===== src/logic/idr_pkg.sv =====
//==============================================================
// constants and carriers of the diagnostic record
//==============================================================
// Overview of operation
// - channel type byte reads 70h, bit7 zero
// - diagnostic bits per channel reads 00h
// - channel count byte reads constant 02h
// - edge lost flags: bit0 channel0, bit1 channel1
// - timestamp holds ticker value at diagnostic event
// - 32-bit microsecond ticker, cleared at reset
// - ticker wraps to zero and keeps counting
// - outgoing diagnostic issued when cause disappears
// - first diagnostic byte bit3 flags channel error
// - fourth diagnostic byte bit6 flags lost interrupt
package idr_pkg;

  //==============================================================
  // timing
  //==============================================================
  localparam int unsigned CLK_PERIOD_NS = 10;
  localparam int unsigned TICK_PERIOD_NS = 1000;
  localparam int unsigned TICK_CYCLES_RAW = TICK_PERIOD_NS / CLK_PERIOD_NS;
  localparam int unsigned TICK_CYCLES = (TICK_CYCLES_RAW < 1) ? 1 : TICK_CYCLES_RAW;
  localparam logic [6:0] PRESCALE_LAST = 7'(TICK_CYCLES - 1);
  localparam logic [6:0] PRESCALE_RESET = 7'h00;
  localparam logic [31:0] TICKER_RESET = 32'h00000000;

  //==============================================================
  // constant record contents
  //==============================================================
  localparam int unsigned NUM_CH = 2;
  localparam logic [7:0] CHAN_TYPE_DIGITAL_IN = 8'h70;
  localparam logic [7:0] DIAG_BITS_PER_CH = 8'h00;
  localparam logic [7:0] CHANNEL_COUNT = 8'h02;
  localparam logic [7:0] MODULE_INFO = 8'h1F;
  localparam logic [7:0] BYTE_ZERO = 8'h00;

  //==============================================================
  // record byte indices
  //==============================================================
  localparam logic [4:0] IDX_DIAG_A = 5'h00;
  localparam logic [4:0] IDX_MOD_INFO = 5'h01;
  localparam logic [4:0] IDX_DIAG_C = 5'h02;
  localparam logic [4:0] IDX_DIAG_D = 5'h03;
  localparam logic [4:0] IDX_CHAN_TYPE = 5'h04;
  localparam logic [4:0] IDX_DIAG_BITS = 5'h05;
  localparam logic [4:0] IDX_CHAN_COUNT = 5'h06;
  localparam logic [4:0] IDX_EDGE_LOST = 5'h07;
  localparam logic [4:0] IDX_SPARE_FIRST = 5'h08;
  localparam logic [4:0] IDX_SPARE_LAST = 5'h0F;
  localparam logic [4:0] IDX_STAMP_FIRST = 5'h10;
  localparam logic [4:0] IDX_STAMP_LAST = 5'h13;

  //==============================================================
  // field positions and reset values
  //==============================================================
  localparam int unsigned DIAG_A_CHAN_ERR_BIT = 3;
  localparam int unsigned DIAG_D_IRQ_LOST_BIT = 6;
  localparam logic [1:0] FLAGS_RESET = 2'h0;
  localparam logic [7:0] REC_DATA_RESET = 8'h00;
  localparam logic [31:0] STAMP_RESET = 32'h00000000;

  // process interrupt record handed to the partner
  typedef struct packed {
    logic [1:0] edges;
    logic [1:0] state;
    logic [15:0] stamp;
  } idr_proc_irq_t;

  // diagnostic notifications, one-cycle pulses
  typedef struct packed {
    logic incoming;
    logic going;
  } idr_diag_note_t;

endpackage : idr_pkg


===== src/logic/idr_ticker.sv =====
`timescale 1ns/1ps
//==============================================================
// free-running microsecond ticker
//==============================================================
module idr_ticker (
  input wire logic ref_clk,
  input wire logic reset,
  output logic [31:0] ticks
);

  logic [6:0] pre_q;
  logic [6:0] pre_d;
  logic [31:0] ticks_q;
  logic [31:0] ticks_d;
  logic tick_now;

  // prescaler marks one cycle per microsecond
  assign tick_now = (pre_q == idr_pkg::PRESCALE_LAST);
  assign pre_d = tick_now ? idr_pkg::PRESCALE_RESET : pre_q + 7'h01;
  // natural 32-bit rollover gives the wrap with no compare
  assign ticks_d = tick_now ? ticks_q + 32'h00000001 : ticks_q;
  assign ticks = ticks_q;

  // counter cleared at reset, then counts microseconds
  always_ff @(posedge ref_clk) begin
    if (reset) begin
      pre_q <= idr_pkg::PRESCALE_RESET;
      ticks_q <= idr_pkg::TICKER_RESET;
    end else begin
      pre_q <= pre_d;
      ticks_q <= ticks_d;
    end
  end

endmodule : idr_ticker


===== src/logic/idr_diag_record.sv =====
`timescale 1ns/1ps
//==============================================================
// two-channel input diagnostics and record readout
//==============================================================
module idr_diag_record (
  input wire logic ref_clk,
  input wire logic reset,
  input wire logic input_channel_zero,
  input wire logic input_channel_one,
  input wire logic [1:0] rise_irq_en,
  input wire logic [1:0] fall_irq_en,
  input wire logic diag_irq_en,
  output logic [1:0] input_state,
  output logic proc_irq_valid,
  input wire logic proc_irq_ready,
  output idr_pkg::idr_proc_irq_t proc_irq,
  output idr_pkg::idr_diag_note_t diag_note,
  output logic diag_active,
  input wire logic diag_ack,
  input wire logic rec_rd,
  input wire logic [4:0] rec_idx,
  output logic rec_valid,
  output logic [7:0] rec_data
);

  //==============================================================
  // declarations
  //==============================================================
  logic [31:0] ticks;
  logic [1:0] pins;
  logic [1:0] sync1_q;
  logic [1:0] sync2_q;
  logic [1:0] prev_q;
  logic [1:0] rise;
  logic [1:0] fall;
  logic [1:0] events;
  logic any_event;
  logic irq_taken;
  logic irq_busy;
  logic [1:0] lost_ev;
  logic pend_q;
  logic pend_d;
  idr_pkg::idr_proc_irq_t irq_q;
  idr_pkg::idr_proc_irq_t irq_d;
  logic [1:0] edge_lost_q;
  logic [1:0] edge_lost_d;
  logic irq_lost_q;
  logic irq_lost_d;
  logic cause;
  logic go_in;
  logic go_out;
  logic active_q;
  logic active_d;
  logic [31:0] stamp_q;
  logic [31:0] stamp_d;
  idr_pkg::idr_diag_note_t note_q;
  idr_pkg::idr_diag_note_t note_d;
  logic [7:0] diag_a;
  logic [7:0] diag_d_byte;
  logic [7:0] chan_type;
  logic [7:0] edge_byte;
  logic [1:0] stamp_sel;
  logic [7:0] stamp_byte;
  logic in_spare;
  logic in_stamp;
  logic [7:0] rec_byte;
  logic [7:0] rec_data_q;
  logic rec_valid_q;

  //==============================================================
  // microsecond ticker
  //==============================================================
  idr_ticker u_ticker (
    .ref_clk(ref_clk),
    .reset(reset),
    .ticks(ticks)
  );

  //==============================================================
  // input synchronisers and edge detection
  //==============================================================
  assign pins = {input_channel_one, input_channel_zero};

  // two stages before any logic looks at the pins
  always_ff @(posedge ref_clk) begin
    if (reset) begin
      sync1_q <= idr_pkg::FLAGS_RESET;
      sync2_q <= idr_pkg::FLAGS_RESET;
      prev_q <= idr_pkg::FLAGS_RESET;
    end else begin
      sync1_q <= pins;
      sync2_q <= sync1_q;
      prev_q <= sync2_q;
    end
  end

  // only enabled edges raise a process interrupt
  assign rise = sync2_q & ~prev_q;
  assign fall = ~sync2_q & prev_q;
  assign events = (rise & rise_irq_en) | (fall & fall_irq_en);
  assign any_event = |events;
  assign input_state = prev_q;

  //==============================================================
  // process interrupt holding stage
  //==============================================================
  // one record deep: an edge arriving while the last one is unclaimed
  // cannot be stored, which is exactly the lost-edge case
  assign irq_taken = pend_q & proc_irq_ready;
  assign irq_busy = pend_q & ~proc_irq_ready;
  assign lost_ev = events & {2{irq_busy}};
  assign pend_d = (any_event & ~irq_busy) | irq_busy;
  assign irq_d = (any_event & ~irq_busy) ?
      idr_pkg::idr_proc_irq_t'{edges: events, state: sync2_q, stamp: ticks[15:0]} : irq_q;

  always_ff @(posedge ref_clk) begin
    if (reset) begin
      pend_q <= 1'b0;
      irq_q <= '0;
    end else begin
      pend_q <= pend_d;
      irq_q <= irq_d;
    end
  end

  assign proc_irq_valid = pend_q;
  assign proc_irq = irq_q;

  //==============================================================
  // error flags
  //==============================================================
  // a new loss in the acknowledge cycle survives the clear
  assign edge_lost_d = (edge_lost_q & ~{2{diag_ack}}) | lost_ev;
  assign irq_lost_d = (irq_lost_q & ~diag_ack) | (|lost_ev);

  always_ff @(posedge ref_clk) begin
    if (reset) begin
      edge_lost_q <= idr_pkg::FLAGS_RESET;
      irq_lost_q <= 1'b0;
    end else begin
      edge_lost_q <= edge_lost_d;
      irq_lost_q <= irq_lost_d;
    end
  end

  //==============================================================
  // diagnostic incoming / going sequencing
  //==============================================================
  assign cause = (|edge_lost_q) | irq_lost_q;
  assign go_in = cause & ~active_q & diag_irq_en;
  // going needs no diag_irq_en, only the cause to vanish, which takes a diag_ack
  assign go_out = active_q & ~cause;
  assign active_d = go_in | (active_q & ~go_out);
  assign stamp_d = go_in ? ticks : stamp_q;
  assign note_d = '{incoming: go_in, going: go_out};

  always_ff @(posedge ref_clk) begin
    if (reset) begin
      active_q <= 1'b0;
      stamp_q <= idr_pkg::STAMP_RESET;
      note_q <= '0;
    end else begin
      active_q <= active_d;
      stamp_q <= stamp_d;
      note_q <= note_d;
    end
  end

  assign diag_note = note_q;
  assign diag_active = active_q;

  //==============================================================
  // record byte assembly
  //==============================================================
  // module-level channel error mirrors any lost edge
  // flag widened to a byte before the shift, so the bit cannot fall off a 1-bit operand
  assign diag_a = {7'h00, |edge_lost_q} << idr_pkg::DIAG_A_CHAN_ERR_BIT;
  assign diag_d_byte = {7'h00, irq_lost_q} << idr_pkg::DIAG_D_IRQ_LOST_BIT;
  assign chan_type = {1'b0, idr_pkg::CHAN_TYPE_DIGITAL_IN[6:0]};
  assign edge_byte = {6'h00, edge_lost_q};
  assign stamp_sel = rec_idx[1:0];
  assign stamp_byte = stamp_q[{stamp_sel, 3'h0} +: 8]; // least significant byte first
  assign in_spare = (rec_idx >= idr_pkg::IDX_SPARE_FIRST) &&
      (rec_idx <= idr_pkg::IDX_SPARE_LAST);
  assign in_stamp = (rec_idx >= idr_pkg::IDX_STAMP_FIRST) &&
      (rec_idx <= idr_pkg::IDX_STAMP_LAST);

  // unmapped indices and spare bytes return zero
  assign rec_byte =
      (rec_idx == idr_pkg::IDX_DIAG_A) ? diag_a :
      (rec_idx == idr_pkg::IDX_MOD_INFO) ? idr_pkg::MODULE_INFO :
      (rec_idx == idr_pkg::IDX_DIAG_C) ? idr_pkg::BYTE_ZERO :
      (rec_idx == idr_pkg::IDX_DIAG_D) ? diag_d_byte :
      (rec_idx == idr_pkg::IDX_CHAN_TYPE) ? chan_type :
      (rec_idx == idr_pkg::IDX_DIAG_BITS) ? idr_pkg::DIAG_BITS_PER_CH :
      (rec_idx == idr_pkg::IDX_CHAN_COUNT) ? idr_pkg::CHANNEL_COUNT :
      (rec_idx == idr_pkg::IDX_EDGE_LOST) ? edge_byte :
      in_spare ? idr_pkg::BYTE_ZERO :
      in_stamp ? stamp_byte :
      idr_pkg::BYTE_ZERO;

  // read data registered one cycle after the strobe
  always_ff @(posedge ref_clk) begin
    if (reset) begin
      rec_data_q <= idr_pkg::REC_DATA_RESET;
      rec_valid_q <= 1'b0;
    end else begin
      rec_data_q <= rec_rd ? rec_byte : rec_data_q;
      rec_valid_q <= rec_rd;
    end
  end

  assign rec_data = rec_data_q;
  assign rec_valid = rec_valid_q;

endmodule : idr_diag_record


===== config.mk =====
export PLATFORM = sky130hd
export DESIGN_NAME = idr_diag_record
export DESIGN_NICKNAME = d
export VERILOG_FILES = /design/src/logic/idr_pkg.sv /design/src/logic/idr_ticker.sv /design/src/logic/idr_diag_record.sv
export SDC_FILE = /design/constraint.sdc
export NUM_CORES = 1
export LEC_CHECK = 0
export ABC_AREA = 1
export BUFFER_PORTS_ARGS = -buffer_cell sky130_fd_sc_hd__buf_2
export CORE_AREA = 10 10 117 119
export DETAILED_ROUTE_END_ITERATION = 8
export DIE_AREA = 0 0 127 129
export GPL_ROUTABILITY_DRIVEN = 0
export PLACE_DENSITY_LB_ADDON = 0.05
export SYNTH_ARGS = -nofsm -noshare
export SYNTH_HDL_FRONTEND = slang
export SYNTH_SLANG_ARGS = --single-unit

===== constraint.sdc =====
create_clock -name ref_clk -period 3 [get_ports ref_clk]
set_clock_uncertainty 0.15 [all_clocks]
set_input_delay 0.3 -clock ref_clk [delete_from_list [all_inputs] [get_ports ref_clk]]
set_output_delay 0.3 -clock ref_clk [all_outputs]
set_load 0.005 [all_outputs]

==> run metrics, run 1 <==
global-route wire length before repair=21500 um; detail-routed via count per cell=5.08; die extent in x=127 um; worst hold stages=3; nature of the critical path startpoint=flip-flop; number of I/O port buffers=51; worst-case clock buffer depth=2; capturing instance or port of the critical path=stamp_q[6]$_SDFFE_PP0P_; RSZ-0062 raised after global routing=false; arrival time at the worst endpoint=2.21 ns; peak fanout along the critical path=50; Post-Synthesis Cells=705; number of hold buffers added after CTS=2; total of fill cells in the finished design=1162; DRC violation total after the first TritonRoute iteration=288; time the final worst path needs with I/O delays and setup=2.02 ns; slew at the pin with the worst max-slew slack=0.851 ns; Simple-Gate Fraction of Synth Area=31.6%; share of the synthesized area in the top cell type=44.9%; TritonCTS Sinks=113; Placed Area=0.00540 mm2; number of warnings printed during yosys synthesis=0; master cell of the clock root buffer=clkbuf_16; endpoint of the lowest-slack register-to-register path=stamp_q[6]$_SDFFE_PP0P_; syn nets=724; leakage power total=2.45 nW; top cells by count, synth=154 x nand2_1, 113 x dfxtp_1, 80 x inv_1; worst rel slew slack=43.1%; via count of the first global-routing pass=4293; number of placement rows=39; clock latency reported for the late side of the worst-skew pair=0.41 ns; reg2reg start=edge_lost_q[1]$_SDFF_PP0_; Critical path origin=edge_lost_q[1]$_SDFF_PP0_; fraction of synthesis flops using an asynchronous set or reset pin=0%; placed wire-length estimate after detailed placement=9820 um; Avg Synthesized Cell Area=7.14 um2; Synth area leaders=dfxtp_1 45%, nand2_1 11%, a21oi_1 7.1%; EDFF count, synth=0; largest net degree at the start of global routing=51; remaining global-route overflow=0; DRT antenna net count=0; CTS tree=yes; number of synthesized register bits=113; clock-pin slew reported for the worst setup and hold paths after clock tree synthesis=0.05 ns; number of iterations in the first detailed-routing pass=5; antenna violations before repair=1; drc violations=0; floorplan die height=129 um; number of hold violations in the final report=0; max-slew violation total from the final report=0; CP required=3.19 ns; max_cap viols=0; area share of xor/xnor cells in the synthesized design=0.174%; number of placed instances with taps included=878; peak clock frequency supported by timing=495 MHz; Final TNS setup=0 ns; worst reg-to-reg setup slack=0.98 ns; status=finished, final reports clean; post-cts resize count=0; Final Instance Count excl. Fillers=912; logic depth of the worst register-to-register path=7; most instantiated flip-flop cell in the synthesis netlist=dfxtp_1; post-synthesis adder-cell area fraction=0.497%; fraction of the cycle the final worst path needs=67.3%; total routed wirelength=13100 um; area fraction in compound gates after synthesis=14.3%; Starting Density=44.5%; detailed-route wire length per cell=14.3 um; Worst IR Drop VDD=404 uV; multiplexer share of the synthesized area=0%; ports placed on the boundary=52; post-CTS setup buffer count=0; part of the Yosys area used for sequential elements=44.9%; Unique masters post-synth=39; final setup violation count=0; vias after detailed routing=4634; most area-hungry cell type in the Yosys netlist=dfxtp_1; cell area power density=604 mW/mm2; Crit Path Class=reg -> reg; total clock buffers created by CTS=17; area enclosed by the die boundary=0.0164 mm2; placeable core area=0.0113 mm2; Final Instance Area=0.00600 mm2; most common cell in the synthesized netlist=nand2_1; number of nets in the layout=775; share of cells above drive strength 1=15.2%; GRT Util Overall=16.3%; diode insertion count for antenna repair=0; CP Capture Type=flip-flop; largest family of logic cells by synthesized area=simple AND/OR/NAND/NOR gates; htree depth=4; netlist area before placement=0.00503 mm2; worst hold path type=in -> reg; post-synthesis to final-layout area growth=19.1%
-- per-layer routing --
layer | wire length [um] | GRT usage (%) | share of wire (%)
met2 | 6060 | 25.6 | 46
met1 | 6100 | 20.1 | 47
met4 | 170 | 6.63 | 1.3
met3 | 719 | 5.54 | 5.5
met5 | 13 | 0 | 0.099
-- critical path: stages, from the launching register on --
cell and delay, ns:
dfxtp_1 0.38, nor2_1 0.08, nand2_1 0.09, nand3_1 0.42
inv_1 0.15, buf_4 0.38, o21ai_0 0.14, a21oi_1 0.14
-- sequential cells by signal, indices dropped and copies added, names as in the netlist --
register	count
rec_valid	1
sync1_q	2
input_state	2
u_ticker.pre_q	7
u_ticker.ticks	32
stamp_q	32
diag_note	2
sync2_q	2
edge_lost_q	2
diag_active	1
irq_lost_q	1
rec_data	8
proc_irq	20
proc_irq_valid	1
-- cell families after synthesis --
family	Yosys count
xor gates and xnor gates	1
AOI/OAI and AO/OA	139
and+or+nand+nor	339
DFF	113
adders and majority gates	2
buffers and inverters	111
-- metrics by stage --
stage | utilization [%] | power (mW) | hold slack (ns) | setup slack (ns)
6_report | 53.0 | 3.62 | 0.0261 | 0.980
5_1_grt | 53.0 | 3.76 | 0.0217 | 0.735
4_1_cts | 53.0 | 3.66 | 0.0160 | 0.954
3_5_place_dp | 47.7 | 1.70 | 0.248 | 0.978
3_3_place_gp | 47.7 | 1.70 | 0.241 | 1.04
2_1_floorplan | - | 1.66 | 0.238 | 1.42
-- cell usage in the layout (no fill, tap or decap), drive strengths merged --
master       synthesis  layout
and2                 1       1
clkinv               2       7
nand4               20      20
clkinvlp             0       2
dlygate4sd3          0       2
a21boi               1       1
o211ai               1       1
clkbuf              10      23
nor4                 1       1
xnor2                1       1
nand3               58      58
a21oi               71      71
bufinv               0       2
ha                   2       2
o22ai                1       1
a22oi                1       1
buf                 14      54
nor2                83      83
nand2              158     158
nor3                14      14
inv                 85      85
nor3b                2       2
dfxtp              113     113
and3                 1       1
o21bai               1       1
or2                  1       1
a31oi                5       5
a21o                 2       2
o21ai               56      56
-- layout make-up --
class                      count  area, um2  area share (%)
sequential                   113       2260            37.7
timing repair buffer          56        310            5.18
multi-input combinational    481       2340            39.1
inverter                      87        327            5.45
clock buffer                  23        468            7.80
tap                          143        179            2.98
clock inverter                 9        108            1.79
-- where the power goes --
part           switching (mW)  internal (mW)
clock                   0.689           1.26
sequential             0.0109           1.52
combinational          0.0950         0.0437
-- worst min-delay path by stage --
stage          slack, ns                       end             startpoint
2_1_floorplan       0.24     sync2_q[0]$_SDFF_PP0_  sync1_q[0]$_SDFF_PP0_
3_3_place_gp        0.24     sync2_q[0]$_SDFF_PP0_  sync1_q[0]$_SDFF_PP0_
3_5_place_dp        0.25     sync2_q[1]$_SDFF_PP0_  sync1_q[1]$_SDFF_PP0_
4_1_cts             0.02  rec_data[7]$_SDFFE_PP0P_                 rec_rd
5_1_grt             0.02    diag_active$_SDFF_PP0_            diag_irq_en
6_report            0.03    diag_active$_SDFF_PP0_            diag_irq_en
No activity file was read; power rests on OpenSTA's default activity.
==> inputs of run 2 (changes only) <==
==> constraint.sdc (replaced) <==
create_clock -name ref_clk -period 1.95 [get_ports ref_clk]
set_clock_uncertainty 0.15 [all_clocks]
set_input_delay 0.195 -clock ref_clk [delete_from_list [all_inputs] [get_ports ref_clk]]
set_output_delay 0.195 -clock ref_clk [all_outputs]
set_load 0.005 [all_outputs]
==> run 2 against run 1 <==
Sequential share of layout area fell by 1.3 points. Worst hold slack worse by 0.0028 ns. Combinational power rose by 65%. Register-to-register slack worse by 0.85 ns. Critical path depth increased by 2. Flip-flop and latch count unchanged. Utilization increased by 1.9 points. Via count up 1.7%. Largest cell class unchanged. Global-route usage rose by 0.060 points. Worst setup slack got worse by 0.85 ns. Clock power is 77% higher.
==> run metrics, run 2 (same netlist as run 1, synthesis figures left out) <==
detail-routed via count per cell=5.09; diode insertion count for antenna repair=0; logic depth of the worst register-to-register path=9; worst hold stages=4; number of nets in the layout=789; htree depth=4; number of iterations in the first detailed-routing pass=5; die extent in x=127 um; peak clock frequency supported by timing=550 MHz; TritonCTS Sinks=113; setup slack of the critical path after layout=0.131 ns; drc violations=0; most common cell after layout, fill and taps aside=nand2_1; worst reg-to-reg setup slack=0.13 ns; DRT antenna net count=0; ports placed on the boundary=52; Placed Area=0.00551 mm2; global-route wire length before repair=21700 um; antenna violations before repair=0; CP required=2.16 ns; top library cells by usage in the layout, fill and taps aside=154 x nand2_1, 113 x dfxtp_1, 80 x inv_1; CTS tree=yes; worst hold path type=in -> reg; GRT Util Overall=16.3%; area enclosed by the die boundary=0.0164 mm2; worst hold slack=0.0233 ns; number of hold violations in the final report=0; reg2reg start=u_ticker.ticks[1]$_SDFFE_PP0P_; nature of the critical path startpoint=flip-flop; number of I/O port buffers=51; via count of the first global-routing pass=4391; Worst IR Drop VDD=663 uV; status=finished, final reports clean; DRC violation total after the first TritonRoute iteration=306; worst-case clock buffer depth=2; remaining global-route overflow=0; Final Instance Area=0.00621 mm2; total power draw=6.03 mW; post-placement setup slack=0.140 ns; largest net degree at the start of global routing=51; fraction of the cycle the final worst path needs=93.3%; time the final worst path needs with I/O delays and setup=1.82 ns; peak fanout along the critical path=5; startpoint of the lowest-slack hold path=rec_idx[3]; final setup violation count=0; max_cap viols=0; placed wire-length estimate after detailed placement=9780 um; clock-pin slew reported for the worst setup and hold paths after clock tree synthesis=0.05 ns; total routed wirelength=13400 um; vias after detailed routing=4715; leakage power total=2.56 nW; endpoint of the lowest-slack register-to-register path=u_ticker.ticks[24]$_SDFFE_PP0P_; arrival time at the worst endpoint=2.03 ns; post-synthesis to final-layout area growth=23.4%; worst rel slew slack=64.3%; clock latency reported for the late side of the worst-skew pair=0.42 ns; Crit Path Class=reg -> reg; slew at the pin with the worst max-slew slack=0.535 ns; total clock buffers created by CTS=17; master cell of the clock root buffer=clkbuf_16; cell area power density=971 mW/mm2; placeable core area=0.0113 mm2; end point of the worst hold path=rec_data[6]$_SDFFE_PP0P_; number of placement rows=39; final cell utilization of the core=54.9%; detailed-route wire length per cell=14.5 um; share of cells above drive strength 1=16.7%; Starting Density=44.5%; max-slew violation total from the final report=0; floorplan die height=129 um; CP Capture Type=flip-flop; post-CTS setup buffer count=0
==> run 2: cell types whose count changed in the layout (fill, tap and decap cells not counted) <==
cell | before | now
nor2_1 | 70 | 69
dlygate4sd3_1 | 2 | 5
clkinv_4 | 2 | 0
nor2_2 | 7 | 8
bufinv_16 | 2 | 5
buf_12 | 1 | 3
clkbuf_1 | 4 | 2
buf_4 | 2 | 11
clkbuf_8 | 2 | 3
==> run 2: where the power goes <==
group | switching [mW] | internal [mW] | total (mW)
Clock | 1.09 | 2.36 | 3.45
Combinational | 0.150 | 0.0799 | 0.230
Sequential | 0.0165 | 2.34 | 2.36
==> run 2: how the worst max path moves through the flow <==
stage,startpoint,endpoint,depth (start not counted)
2_1_floorplan,u_ticker.pre_q[0]$_SDFF_PP0_,u_ticker.ticks[9]$_SDFFE_PP0P_,8
3_3_place_gp,u_ticker.ticks[1]$_SDFFE_PP0P_,u_ticker.ticks[24]$_SDFFE_PP0P_,9
3_5_place_dp,u_ticker.ticks[1]$_SDFFE_PP0P_,u_ticker.ticks[24]$_SDFFE_PP0P_,9
4_1_cts,u_ticker.ticks[1]$_SDFFE_PP0P_,u_ticker.ticks[24]$_SDFFE_PP0P_,9
5_1_grt,u_ticker.ticks[1]$_SDFFE_PP0P_,u_ticker.ticks[28]$_SDFFE_PP0P_,9
6_report,u_ticker.ticks[1]$_SDFFE_PP0P_,u_ticker.ticks[24]$_SDFFE_PP0P_,9
==> run 2: final cells by class <==
class	count	area, um2
Fill cell	1103	5110
Multi-Input combinational cell	481	2340
Sequential cell	113	2260
Clock buffer	22	474
Timing Repair Buffer	70	448
Inverter	87	327
Clock inverter	10	180
Tap cell	143	179
==> run 2: timing repair <==
item                                   CTS  global route
resized for setup                        0             1
setup endpoints to repair                0             2
hold buffers                             5             0
endpoints found under the hold margin   11             0
==> run 2: metal layers <==
layer / GRT usage, % / up-vias / part of all wire, %
li1: - / 2438 / -
met1: 20.9 / 2133 / 48
met2: 25.0 / 122 / 44
met3: 5.17 / 22 / 5.8
met4: 6.70 / 0 / 2.0
met5: 0 / - / 0
==> run 2: metrics by stage <==
stage          TNS, ns  cells
6_report             0    926
5_1_grt        -0.0106    926
4_1_cts              0    926
3_3_place_gp         0    889
2_1_floorplan        0    705
3_5_place_dp         0    889
==> run 2: worst max-delay path, stage by stage (launching register included) <==
cell	delay [ns]
dfxtp_1	0.39
ha_1	0.20
inv_1	0.06
nor2_2	0.24
nand3_1	0.20
nor2_2	0.19
nand4_1	0.13
nand2_1	0.08
inv_1	0.04
nor2_1	0.08
==> inputs of run 3 (changes only) <==
--- a/config.mk
+++ b/config.mk
@@ -7,11 +7,12 @@
 export LEC_CHECK = 0
 export ABC_AREA = 1
 export BUFFER_PORTS_ARGS = -buffer_cell sky130_fd_sc_hd__buf_2
-export CORE_AREA = 10 10 117 119
+export CORE_AREA = 10 10 107 109
 export DETAILED_ROUTE_END_ITERATION = 8
-export DIE_AREA = 0 0 127 129
+export DIE_AREA = 0 0 117 119
 export GPL_ROUTABILITY_DRIVEN = 0
 export PLACE_DENSITY_LB_ADDON = 0.05
 export SYNTH_ARGS = -nofsm -noshare
 export SYNTH_HDL_FRONTEND = slang
+export SYNTH_HIERARCHICAL = 1
 export SYNTH_SLANG_ARGS = --single-unit
==> run 3 against run 2 <==
Cell count grew 3.1%. Maximum frequency up 4.9%. Area after synthesis rose by 6.3%. Design area rose by 1.7%. Via count increased by 5.9%. Worst setup slack better by 0.086 ns. Flip-flop and latch count unchanged. Synthesized cell count up 8.4%.
==> run metrics, run 3 <==
most instantiated flip-flop cell in the synthesis netlist=dfxtp_1; number of placement rows=36; max-slew violation total from the final report=0; max_cap viols=0; number of synthesized register bits=113; Starting Density=56.6%; Crit Path Class=reg -> reg; detailed-route wire length per cell=13.9 um; post-cts resize count=0; post-synthesis to final-layout area growth=18.1%; share of cells above drive strength 1=16.8%; netlist area before placement=0.00535 mm2; detail-routed via count per cell=5.23; ports placed on the boundary=52; remaining global-route overflow=0; CTS tree=yes; fraction of the cycle the final worst path needs=88.9%; TritonCTS Sinks=113; GRT Util Overall=19.7%; floorplan die height=119 um; share of the synthesized area in the top cell type=42.3%; htree depth=4; fraction of synthesis flops using an asynchronous set or reset pin=0%; maximum single-stage delay on the critical path=0.35 ns; number of nets in the layout=850; total clock buffers created by CTS=17; Synth area leaders=dfxtp_1 42%, nand2_1 13%, nor2_1 11%; worst reg-to-reg setup slack=0.22 ns; total power draw=5.50 mW; placeable core area=0.00946 mm2; endpoint of the lowest-slack register-to-register path=u_ticker/ticks[30]$_SDFFE_PP0N_; worst-case clock buffer depth=2; clock latency reported for the late side of the worst-skew pair=0.52 ns; slew at the pin with the worst max-slew slack=0.459 ns; total routed wirelength=13300 um; series of cell instances along the critical path=ha_1 > inv_1 > nor2_1 > nand3_2 > buf_4 > nor2_4 > nand3_1 > nand2_1 > nand2_1 > nor2_1; worst rel slew slack=69.4%; number of iterations in the first detailed-routing pass=5; final setup violation count=0; nature of the critical path startpoint=flip-flop; Final Instance Count excl. Fillers=955; worst hold path type=in -> reg; master cell of the clock root buffer=clkbuf_8; clock-pin slew reported for the worst setup and hold paths after clock tree synthesis=0.05 ns; final cell utilization of the core=66.8%; via count of the first global-routing pass=4783; Final Instance Area=0.00632 mm2; total of fill cells in the finished design=868; EDFF count, synth=0; post-CTS setup buffer count=0; drc violations=0; setup slack of the critical path after layout=0.217 ns; Unique masters post-synth=36; Avg Synthesized Cell Area=7.00 um2; post-placement setup slack=0.219 ns; peak clock frequency supported by timing=577 MHz; Final TNS setup=0 ns; diode insertion count for antenna repair=0; die extent in x=117 um; RSZ-0062 raised after global routing=false; cell area power density=870 mW/mm2; most area-hungry cell type in the Yosys netlist=dfxtp_1; end point of the worst hold path=rec_data[7]$_SDFFE_PP0P_; syn nets=783; DRC violation total after the first TritonRoute iteration=288; global-route wire length before repair=22300 um; most common cell in the synthesized netlist=nand2_1; DRT antenna net count=0; Post-Synthesis Cells=764; time the final worst path needs with I/O delays and setup=1.73 ns; number of placed instances with taps included=913; logic depth of the worst register-to-register path=10; top library cells by usage in the layout, fill and taps aside=189 x nand2_1, 153 x nor2_1, 113 x dfxtp_1; CP required=2.25 ns; vias after detailed routing=4994; peak fanout along the critical path=8; arrival time at the worst endpoint=2.04 ns; area enclosed by the die boundary=0.0139 mm2; placed wire-length estimate after detailed placement=9330 um; reg2reg start=u_ticker/pre_q[0]$_SDFF_PP0_; antenna violations before repair=0; status=finished, final reports clean; startpoint of the lowest-slack hold path=rec_idx[4]; worst hold slack=0.0233 ns; Critical-path top delay cell=dfxtp_1; number of I/O port buffers=51; number of warnings printed during yosys synthesis=6; CP Capture Type=flip-flop; number of hold violations in the final report=0; Placed Area=0.00564 mm2; leakage power total=2.81 nW; part of the Yosys area used for sequential elements=42.3%; Worst IR Drop VDD=498 uV; most common cell after layout, fill and taps aside=nand2_1; worst hold stages=5; largest net degree at the start of global routing=46; top cells by count, synth=189 x nand2_1, 153 x nor2_1, 113 x dfxtp_1
==> run 3: changes by cell type in the layout (fill, tap and decap cells not counted), sizes merged, moves of 6 or more <==
cell         change
inv             -19
nand3            -6
o21ai            -9
nand2           +50
dlygate4sd3      +8
buf              -6
nor2            +84
a21oi           -20
nand4           -14
==> run 3: layout make-up <==
cell class / instances / area (um2) / share of cell area (%)
clock buffer: 22 / 463 / 7.33
timing repair buffer: 72 / 470 / 7.44
sequential: 113 / 2260 / 35.8
multi-input combinational: 559 / 2640 / 41.8
tap: 114 / 143 / 2.26
inverter: 68 / 258 / 4.08
clock inverter: 7 / 85.1 / 1.35
==> run 3: report_power, final <==
part	total [mW]	internal [mW]	switching, mW
Sequential	2.36	2.34	0.0163
Clock	2.89	1.88	1.01
Combinational	0.254	0.0872	0.167
==> run 3: worst max-delay path by stage <==
| stage | depth (start not counted) | to | start | slack (ns) |
|---|---|---|---|---|
| after floorplan | 9 | u_ticker/ticks[15]$_SDFFE_PP0N_ | u_ticker/pre_q[0]$_SDFF_PP0_ | 0.46 |
| after global placement | 8 | u_ticker/ticks[29]$_SDFFE_PP0N_ | u_ticker/pre_q[0]$_SDFF_PP0_ | 0.31 |
| after detailed placement | 9 | u_ticker/ticks[29]$_SDFFE_PP0N_ | u_ticker/pre_q[0]$_SDFF_PP0_ | 0.22 |
| after CTS | 9 | u_ticker/ticks[29]$_SDFFE_PP0N_ | u_ticker/pre_q[0]$_SDFF_PP0_ | 0.20 |
| after global routing | 9 | u_ticker/ticks[16]$_SDFFE_PP0N_ | u_ticker/pre_q[0]$_SDFF_PP0_ | 0.004 |
| final | 10 | u_ticker/ticks[30]$_SDFFE_PP0N_ | u_ticker/pre_q[0]$_SDFF_PP0_ | 0.22 |
==> run 3: cell families after synthesis <==
logic type | after synthesis | share of synthesized area (%)
and+or+nand+nor | 448 | 37.5
DFF | 113 | 42.3
AOI/OAI and AO/OA | 107 | 11.1
buffers and inverters | 92 | 8.40
xor gates and xnor gates | 2 | 0.327
adders and majority gates | 2 | 0.468
==> run 3: what timing repair did <==
| action | in CTS | in global routing |
|---|---|---|
| hold endpoints to repair | 17 | 0 |
| hold buffers | 13 | 0 |
| setup endpoints to repair | 0 | 0 |
==> run 3: layer usage <==
metal	vias up	GRT usage (%)	part of all wire [%]	routed length, um
li1	2569	-	-	-
met1	2258	24.3	45	5960
met4	0	9.04	2.5	331
met5	-	0	0	0
met3	28	3.66	4.8	643
met2	139	32.3	48	6380
==> run 3: critical path, delay by kind of cell (launching register included) <==
family / cells / cell delay (ns)
DFF: 1 / 0.35
adders and majority gates: 1 / 0.21
buffers and inverters: 2 / 0.26
and+or+nand+nor: 7 / 0.68
